`config.mk`:
```
export PLATFORM = sky130hd
export DESIGN_NAME = lcio_decode
export DESIGN_NICKNAME = d
export VERILOG_FILES = /design/src/lcio_pkg.sv /design/src/lcio_pin_if.sv /design/src/lcio_pin_ctl.sv /design/src/lcio_decode.sv
export SDC_FILE = /design/constraint.sdc
export NUM_CORES = 1
export LEC_CHECK = 0
export BUFFER_PORTS_ARGS = -buffer_cell sky130_fd_sc_hd__buf_2
export CAP_MARGIN = 20
export CORE_ASPECT_RATIO = 0.6
export CORE_MARGIN = 2
export CORE_UTILIZATION = 35
export DETAILED_ROUTE_END_ITERATION = 8
export PLACE_DENSITY_LB_ADDON = 0.15
export SYNTH_ARGS = -nofsm -noshare
export SYNTH_HDL_FRONTEND = slang
export SYNTH_SLANG_ARGS = --single-unit
```
`constraint.sdc`:
```
create_clock -name mclk_in -period 4.7 [get_ports mclk_in]
set_input_delay 0.235 -clock mclk_in [delete_from_list [all_inputs] [get_ports mclk_in]]
set_output_delay 0.235 -clock mclk_in [all_outputs]
set_load 0.05 [all_outputs]
```
`src/lcio_pkg.sv`:
```
package lcio_pkg;
  localparam int PIN_CNT = 35;
  localparam logic [15:0] CORE_REG_LO   = 16'h0000;
  localparam logic [15:0] CORE_REG_HI   = 16'h001f;
  localparam logic [15:0] IO_LO         = 16'h0020;
  localparam logic [15:0] IO_HI         = 16'h005f;
  localparam logic [15:0] EXT_IO_LO     = 16'h0060;
  localparam logic [15:0] EXT_IO_HI     = 16'h00ff;
  localparam logic [15:0] IO_INSTR_BASE = 16'h0020;
  localparam logic [15:0] RAM_BASE_NEW  = 16'h0100;
  localparam logic [15:0] RAM_BASE_OLD  = 16'h0060;
  localparam logic [15:0] RAM_SIZE      = 16'h0400;
  localparam logic [15:0] BAUD0_HI_ADDR = 16'h0040;
  localparam logic [15:0] BAUD1_HI_ADDR = 16'h003c;
  localparam logic [15:0] PCINT_LO      = 16'h006b;
  localparam logic [15:0] PCINT_HI      = 16'h006c;
  localparam logic [15:0] TMR2_FLAG_LO  = 16'h007c;
  localparam logic [15:0] TMR2_FLAG_HI  = 16'h007d;
  localparam logic [15:0] TMR2_LO       = 16'h0080;
  localparam logic [15:0] TMR2_HI       = 16'h008b;
  localparam logic [1:0]  FUSE_SETTLE   = 2'h2;
  localparam logic [PIN_CNT-1:0] JTAG_PU_MASK = 35'h0_00b0_0000;
  localparam logic [PIN_CNT-1:0] PIN_RST  = 35'h0_0000_0000;
endpackage

```
`src/lcio_pin_if.sv`:
```
`timescale 1ns/1ps
interface lcio_pin_if;
  logic [lcio_pkg::PIN_CNT-1:0] dir;
  logic [lcio_pkg::PIN_CNT-1:0] val;
  logic [lcio_pkg::PIN_CNT-1:0] pu_sel;
  modport ctl (output dir, output val, output pu_sel);
  modport pin (input dir, input val, input pu_sel);
endinterface

```
`src/lcio_pin_ctl.sv`:
```
`timescale 1ns/1ps
module lcio_pin_ctl (
  input  wire logic                         mclk_in,
  input  wire logic                         arst_n_in,
  lcio_pin_if.pin                           cfg,
  input  wire logic [lcio_pkg::PIN_CNT-1:0] pin_in,
  output logic      [lcio_pkg::PIN_CNT-1:0] pin_out,
  output logic      [lcio_pkg::PIN_CNT-1:0] pin_oe_out,
  output logic      [lcio_pkg::PIN_CNT-1:0] pin_pu_out,
  output logic      [lcio_pkg::PIN_CNT-1:0] pin_sync_out
);
  typedef struct packed {
    logic [lcio_pkg::PIN_CNT-1:0] s1;
    logic [lcio_pkg::PIN_CNT-1:0] s2;
    logic [lcio_pkg::PIN_CNT-1:0] drv;
    logic [lcio_pkg::PIN_CNT-1:0] oe;
    logic [lcio_pkg::PIN_CNT-1:0] pu;
  } lcio_pin_s;

  lcio_pin_s st_r;
  lcio_pin_s st_nxt;
  logic [lcio_pkg::PIN_CNT-1:0] pu_want;

  // per-bit pull-up only when the bit is an input
  genvar g;
  generate
    for (g = 0; g < lcio_pkg::PIN_CNT; g++) begin : g_pu
      assign pu_want[g] = ~cfg.dir[g] & cfg.pu_sel[g];
    end
  endgenerate

  always_comb begin
    st_nxt     = st_r;
    st_nxt.s1  = pin_in;
    st_nxt.s2  = st_r.s1;
    st_nxt.drv = cfg.val;
    st_nxt.oe  = cfg.dir;
    st_nxt.pu  = pu_want;
  end

  // asynchronous clear tri-states every pin without a clock
  always_ff @(posedge mclk_in or negedge arst_n_in) begin
    if (!arst_n_in) begin
      st_r <= '{lcio_pkg::PIN_RST, lcio_pkg::PIN_RST, lcio_pkg::PIN_RST,
                lcio_pkg::PIN_RST, lcio_pkg::PIN_RST};
    end else begin
      st_r <= st_nxt;
    end
  end

  assign pin_out      = st_r.drv;
  assign pin_oe_out   = st_r.oe;
  assign pin_pu_out   = st_r.pu;
  assign pin_sync_out = st_r.s2;
endmodule

```
`src/lcio_decode.sv`:
```
`timescale 1ns/1ps
// What this block does
// - extended i/o 0x60..0xff reached only by load/store, never by i/o instructions
// - legacy i/o registers keep their old i/o addresses
// - compat fuse: extended region disabled, mapped as plain ram like predecessor
// - compat fuse: extended interrupt vectors removed
// - compat fuse: watchdog time-out change needs no timed sequence
// - compat fuse: serial receive double buffering disabled
// - compat fuse: pin-change interrupts unsupported
// - compat fuse: only first wide timer, second wide timer inaccessible
// - two baud high registers, addresses independent of the fuse
// - all port pins tri-stated during reset, clock or not
// - boundary-scan enabled: data-in, mode-select, test-clock pull-ups stay on in reset
// - reset held low long enough forces reset without a clock
// - four 8-bit and one 3-bit bidirectional ports, per-bit pull-ups
module lcio_decode (
  input  wire logic                         mclk_in,
  input  wire logic                         arst_n_in,
  input  wire logic                         legacy_compat_fuse_in,
  input  wire logic                         jtag_en_in,
  input  wire logic                         cpu_req_in,
  input  wire logic                         cpu_io_instr_in,
  input  wire logic [5:0]                   cpu_io_addr_in,
  input  wire logic [15:0]                  cpu_addr_in,
  input  wire logic                         cpu_we_in,
  input  wire logic [lcio_pkg::PIN_CNT-1:0] port_dir_in,
  input  wire logic [lcio_pkg::PIN_CNT-1:0] port_val_in,
  input  wire logic [lcio_pkg::PIN_CNT-1:0] port_pu_sel_in,
  input  wire logic [lcio_pkg::PIN_CNT-1:0] pin_in,
  output logic      [lcio_pkg::PIN_CNT-1:0] pin_out,
  output logic      [lcio_pkg::PIN_CNT-1:0] pin_oe_out,
  output logic      [lcio_pkg::PIN_CNT-1:0] pin_pu_out,
  output logic      [lcio_pkg::PIN_CNT-1:0] pin_sync_out,
  output logic                              ready_out,
  output logic                              acc_vld_out,
  output logic                              acc_we_out,
  output logic      [15:0]                  acc_addr_out,
  output logic      [15:0]                  ram_offset_out,
  output logic                              hit_core_out,
  output logic                              hit_io_out,
  output logic                              hit_ext_io_out,
  output logic                              hit_ram_out,
  output logic                              hit_xmem_out,
  output logic                              hit_serial0_baud_high_out,
  output logic                              hit_serial1_baud_high_out,
  output logic                              hit_pcint_out,
  output logic                              hit_second_wide_timer_out,
  output logic                              compat_mode_out,
  output logic                              ext_vectors_en_out,
  output logic                              wdt_timed_seq_en_out,
  output logic                              rx_double_buf_en_out,
  output logic                              pcint_en_out,
  output logic                              second_wide_timer_en_out
);
  typedef struct packed {
    logic [1:0]  fsync;
    logic [1:0]  settle;
    logic        ready;
    logic        fuse;
    logic        vld;
    logic        we;
    logic [15:0] addr;
    logic [15:0] roff;
    logic        h_core;
    logic        h_io;
    logic        h_ext;
    logic        h_ram;
    logic        h_xmem;
    logic        h_b0;
    logic        h_b1;
    logic        h_pc;
    logic        h_t2;
    logic        en;
  } lcio_dec_s;

  lcio_dec_s st_r;
  lcio_dec_s st_nxt;
  lcio_pin_if pif ();

  function automatic logic in_rng(input logic [15:0] a, input logic [15:0] lo, input logic [15:0] hi);
    in_rng = (a >= lo) && (a <= hi);
  endfunction

  assign pif.dir    = port_dir_in;
  assign pif.val    = port_val_in;
  assign pif.pu_sel = port_pu_sel_in;

  logic [lcio_pkg::PIN_CNT-1:0] pu_reg;

  lcio_pin_ctl lcio_pin_ctl_i (
    .mclk_in      (mclk_in),
    .arst_n_in    (arst_n_in),
    .cfg          (pif.pin),
    .pin_in       (pin_in),
    .pin_out      (pin_out),
    .pin_oe_out   (pin_oe_out),
    .pin_pu_out   (pu_reg),
    .pin_sync_out (pin_sync_out)
  );

  // scan pull-ups bypass the reset-cleared flops
  assign pin_pu_out = pu_reg | (lcio_pkg::JTAG_PU_MASK & {lcio_pkg::PIN_CNT{jtag_en_in}});

  logic [15:0] eff_addr;
  logic [15:0] ram_base;
  logic        ext_rng;
  logic        ram_rng;

  always_comb begin
    st_nxt       = st_r;
    st_nxt.fsync = {st_r.fsync[0], legacy_compat_fuse_in};
    if (!st_r.ready) begin
      if (st_r.settle == lcio_pkg::FUSE_SETTLE) begin
        st_nxt.fuse  = st_r.fsync[1];
        st_nxt.ready = 1'b1;
      end else begin
        st_nxt.settle = st_r.settle + 2'h1;
      end
    end
    // i/o instructions only see the 64 legacy slots
    if (cpu_io_instr_in) begin
      eff_addr = lcio_pkg::IO_INSTR_BASE + {10'h000, cpu_io_addr_in};
    end else begin
      eff_addr = cpu_addr_in;
    end
    ram_base = st_r.fuse ? lcio_pkg::RAM_BASE_OLD : lcio_pkg::RAM_BASE_NEW;
    ext_rng  = in_rng(eff_addr, lcio_pkg::EXT_IO_LO, lcio_pkg::EXT_IO_HI);
    ram_rng  = (eff_addr >= ram_base) && (eff_addr < ram_base + lcio_pkg::RAM_SIZE);
    st_nxt.vld    = cpu_req_in & st_r.ready;
    st_nxt.we     = cpu_req_in & st_r.ready & cpu_we_in;
    st_nxt.addr   = eff_addr;
    st_nxt.roff   = eff_addr - ram_base;
    st_nxt.h_core = st_nxt.vld & in_rng(eff_addr, lcio_pkg::CORE_REG_LO, lcio_pkg::CORE_REG_HI);
    st_nxt.h_io   = st_nxt.vld & in_rng(eff_addr, lcio_pkg::IO_LO, lcio_pkg::IO_HI);
    st_nxt.h_ext  = st_nxt.vld & ext_rng & ~st_r.fuse;
    st_nxt.h_ram  = st_nxt.vld & ram_rng;
    st_nxt.h_xmem = st_nxt.vld & (eff_addr >= ram_base + lcio_pkg::RAM_SIZE);
    st_nxt.h_b0   = st_nxt.vld & (eff_addr == lcio_pkg::BAUD0_HI_ADDR);
    st_nxt.h_b1   = st_nxt.vld & (eff_addr == lcio_pkg::BAUD1_HI_ADDR);
    st_nxt.h_pc   = st_nxt.h_ext & in_rng(eff_addr, lcio_pkg::PCINT_LO, lcio_pkg::PCINT_HI);
    st_nxt.h_t2   = st_nxt.h_ext & (in_rng(eff_addr, lcio_pkg::TMR2_LO, lcio_pkg::TMR2_HI)
                    | in_rng(eff_addr, lcio_pkg::TMR2_FLAG_LO, lcio_pkg::TMR2_FLAG_HI));
    // native-only features, registered so the enables come from a flop
    st_nxt.en     = st_nxt.ready & ~st_nxt.fuse;
  end

  always_ff @(posedge mclk_in or negedge arst_n_in) begin
    if (!arst_n_in) begin
      st_r <= '0;
    end else begin
      st_r <= st_nxt;
    end
  end

  assign ready_out                 = st_r.ready;
  assign acc_vld_out               = st_r.vld;
  assign acc_we_out                = st_r.we;
  assign acc_addr_out              = st_r.addr;
  assign ram_offset_out            = st_r.roff;
  assign hit_core_out              = st_r.h_core;
  assign hit_io_out                = st_r.h_io;
  assign hit_ext_io_out            = st_r.h_ext;
  assign hit_ram_out               = st_r.h_ram;
  assign hit_xmem_out              = st_r.h_xmem;
  assign hit_serial0_baud_high_out = st_r.h_b0;
  assign hit_serial1_baud_high_out = st_r.h_b1;
  assign hit_pcint_out             = st_r.h_pc;
  assign hit_second_wide_timer_out = st_r.h_t2;
  assign compat_mode_out           = st_r.fuse;
  assign ext_vectors_en_out        = st_r.en;
  assign wdt_timed_seq_en_out      = st_r.en;
  assign rx_double_buf_en_out      = st_r.en;
  assign pcint_en_out              = st_r.en;
  assign second_wide_timer_en_out  = st_r.en;
endmodule

```
==> impl_metrics.py <==
metrics = {
    "pwr": {
        "power.leakage_nw": 5.45,
        "p_per_area_nw_per_um2": 405,
        "peakVddDrop_mv": 0.251,
    },
    "yosys": {
        "ys.flop_type": "dfrtp_1",
        "ys_seq_area_share_pct": 78.4,
        "synth.net_count": 616,
        "ys_seq_elements": 220,
        "synth_edf_count": 0,
        "synth_compound_area_share_pct": 2.10,
        "syn_area_per_cell_sq_um": 15.9,
        "ys_warn_count": 0,
        "synth_top_family_by_area": "simple AND/OR/NAND/NOR gates",
        "yosys.cell_types.count": 44,
        "synth_async_sr_flop_share_pct": 100,
        "yosys.area_share.simple_pct": 8.66,
        "muxShareOfSynthArea_pct": 0.659,
        "synthCells": 443,
        "synthAdderAreaFrac_pct": 0.820,
        "synthesis.area_sq_um": 7020,
        "synth_xor_area_share_pct": 1.12,
    },
    "worst_hold_path": {
        "min_path_cells": 2,
        "hold_start": "cpu_req_in",
        "hp-class": "input pin to register",
        "hold_end": "acc_we_out",
    },
    "sta": {
        "setup-violations-final": 0,
        "skew_ps": 8.85,
        "setup_ws_ps": 2570,
        "slew_headroom_pct": 48.3,
        "finalMaxSlewViolations": 0,
        "rsz0062_at_grt": "false",
        "setup_tns_ps": 0,
        "period_share_pct": 45.3,
        "worst_pin_slew_ps": 776,
        "final_hold_viol_count": 0,
        "layout_min_cycle_time_ps": 2130,
        "fmax_mhz": 470,
    },
    "worst_setup_path": {
        "worstSetupStartpointType": "input pin",
        "critPathKind": "input pin to register",
        "reg2reg_from": "compat_mode_out",
        "cp_max_fo": 31,
        "crit_path_end_kind": "register",
        "r2r_slack_ps": 2650,
        "worstPathArrival_ps": 2540,
        "reg2regPathDepth": 6,
        "cp_data_required_time_ps": 5110,
        "timing.rr.end": "ram_offset_out[15]",
    },
    "drt": {
        "dr_total_vias": 4881,
        "drcViolationCount": 0,
        "ant_nets": 0,
        "drt_iter0_drc": 175,
        "first_pass_iters": 4,
        "vias_per_cell": 4.09,
        "wl_per_cell_microns": 15.2,
        "wl_microns": 18200,
    },
    "clocking": {
        "cts_sinks": 220,
        "cts_tree": "done",
        "htree_levels": 1,
        "clkTransAtPathRegs_ps": 60,
        "cts_buffers": 21,
        "root_buffer": "clkbuf_16",
        "cts_buffer_depth": 3,
        "clk_latency_ps": 490,
        "postCtsSetupBuffers": 0,
    },
    "cells_and_area": {
        "final_layout_size_suffix_gt1_share_pct": 44.1,
        "diodes": 0,
        "nNetsFinal": 1077,
        "areaGrowthSynthToFinish_pct": 54.0,
        "ff_latch_area_sq_um": 5510,
        "fill_cells": 1635,
        "final_util_pct": 54.5,
        "stdcell_area_sq_um": 10800,
        "multi_input_area_sq_um": 938,
    },
    "grt": {
        "antenna_found_initial": 0,
        "grt_max_degree": 117,
        "grt_pass1_wl_microns": 28300,
        "grt_pass1_vias": 5178,
        "grt.total_usage_pct": 17.0,
        "overflow": 0,
    },
    "floorplan": {
        "die_area_sq_um": 21200,
        "die_h_microns": 114,
        "fp.dieW_microns": 187,
        "core_sq_um": 19800,
        "io_pins": 359,
        "start_util_pct": 35.4,
        "row_count": 40,
    },
    "status": {
        "status": "complete, no violations",
    },
    "placement": {
        "place_area_sq_um": 8650,
        "gp_congestion": 0.841,
        "pre_cts_slack_ps": 2080,
        "dp_hpwl_microns": 12600,
        "io_buffers": 358,
    },
    "run": {
        "max-cap-violations": 0,
    },
}
critical path: stages:
cell and delay [ps]:
buf_2 420, mux2i_1 340, inv_1 170, fa_1 460, o21ai_0 190, nand2b_1 180, nor4_2 360, xor2_1 170
cells by family (layout without fill, tap and decap cells):
kind of cell | Yosys count | count (layout)
flops | 220 | 220
compound gates | 22 | 22
simple gates | 101 | 101
xor+xnor | 9 | 9
fa+ha+maj | 4 | 4
buf+inv | 83 | 559
mux | 4 | 4
cell type report:
class	count	area share, %
inverters	12	0.417
clock buffers	30	5.36
flip-flops and latches	220	50.9
clock inverters	8	0.718
multi-input cells	140	8.68
repair buffers	509	30.7
well taps	273	3.16
cell usage after synthesis (2+ instances only):
master,number,area [sq um]
a21oi_1,4,20.0
and2_1,2,12.5
buf_4,69,518
dfrtp_1,220,5510
ha_1,3,37.5
inv_1,11,41.3
mux2_2,2,22.5
nand2_1,13,48.8
nand2b_1,4,25.0
nand3_1,3,15.0
nor2_1,10,37.5
nor2b_1,44,275
nor3_1,6,30.0
nor4_1,5,31.3
o21ai_0,8,40.0
or2_2,3,18.8
or2b_1,2,15.0
xnor2_1,4,35.0
xor2_1,5,43.8
cells in the final DEF, fill, tap and decap left out, types with 6 or more instances in the layout:
master / netlist / routed
inv_1: 11 / 11
clkbuf_16: 0 / 21
nand2_1: 13 / 13
dlygate4sd3_1: 0 / 150
buf_2: 0 / 357
nor3_1: 6 / 6
dfrtp_1: 220 / 220
o21ai_0: 8 / 8
clkbuf_1: 1 / 7
nor2b_1: 44 / 44
nor2_1: 10 / 10
metal layers:
metal  vias to the layer above  track usage [%]  wire length (microns)
met4                         0             3.54                    308
met3                        26             4.80                   1450
met1                      2362             21.2                   7300
li1                       2281                -                      -
met5                         -                0                      0
met2                       212             29.9                   9090
timing repair:
action                                  in CTS  in global routing
resized for setup                            0                  0
hold buffers                               150                  0
endpoints found under the setup margin       0                  0
hold endpoints to repair                   251                  0
flip-flops by register name, indices dropped and copies added (netlist names), 3 cells and up:
name	cells
lcio_pin_ctl_i.pin_oe_out	35
lcio_pin_ctl_i.pin_out	35
lcio_pin_ctl_i.pin_pu_out	35
lcio_pin_ctl_i.pin_sync_out	35
lcio_pin_ctl_i.st_nxt	35
ram_offset_out	16
acc_addr_out	11
st_r	3
through the flow:
stage / total power [mW] / instances / hold WS, ps
2_1_floorplan: 2.53 / 443 / -60.6
3_3_place_gp: 2.71 / 1004 / 316
3_5_place_dp: 2.71 / 1004 / 328
4_1_cts: 4.45 / 1192 / 9.67
5_1_grt: 4.58 / 1192 / 19.6
6_report: 4.38 / 1192 / 34.4
worst max path at each step:
stage                    start                 end  slack, ps  depth (start not counted)
3_5_place_dp   cpu_io_instr_in  ram_offset_out[15]       2080                          8
5_1_grt        cpu_io_instr_in         hit_ram_out       2450                          9
2_1_floorplan  compat_mode_out  ram_offset_out[15]       2540                          6
3_3_place_gp   cpu_io_instr_in  ram_offset_out[15]       2180                          8
6_report       cpu_io_instr_in  ram_offset_out[15]       2570                          8
4_1_cts        cpu_io_instr_in  ram_offset_out[15]       2620                          8
power breakdown:
part / internal [mW] / total [mW] / switching, mW
registers: 2.00 / 2.03 / 0.0302
clock network: 0.920 / 1.60 / 0.682
logic: 0.232 / 0.749 / 0.517
Note: power is estimated with default switching activity, not from simulation.
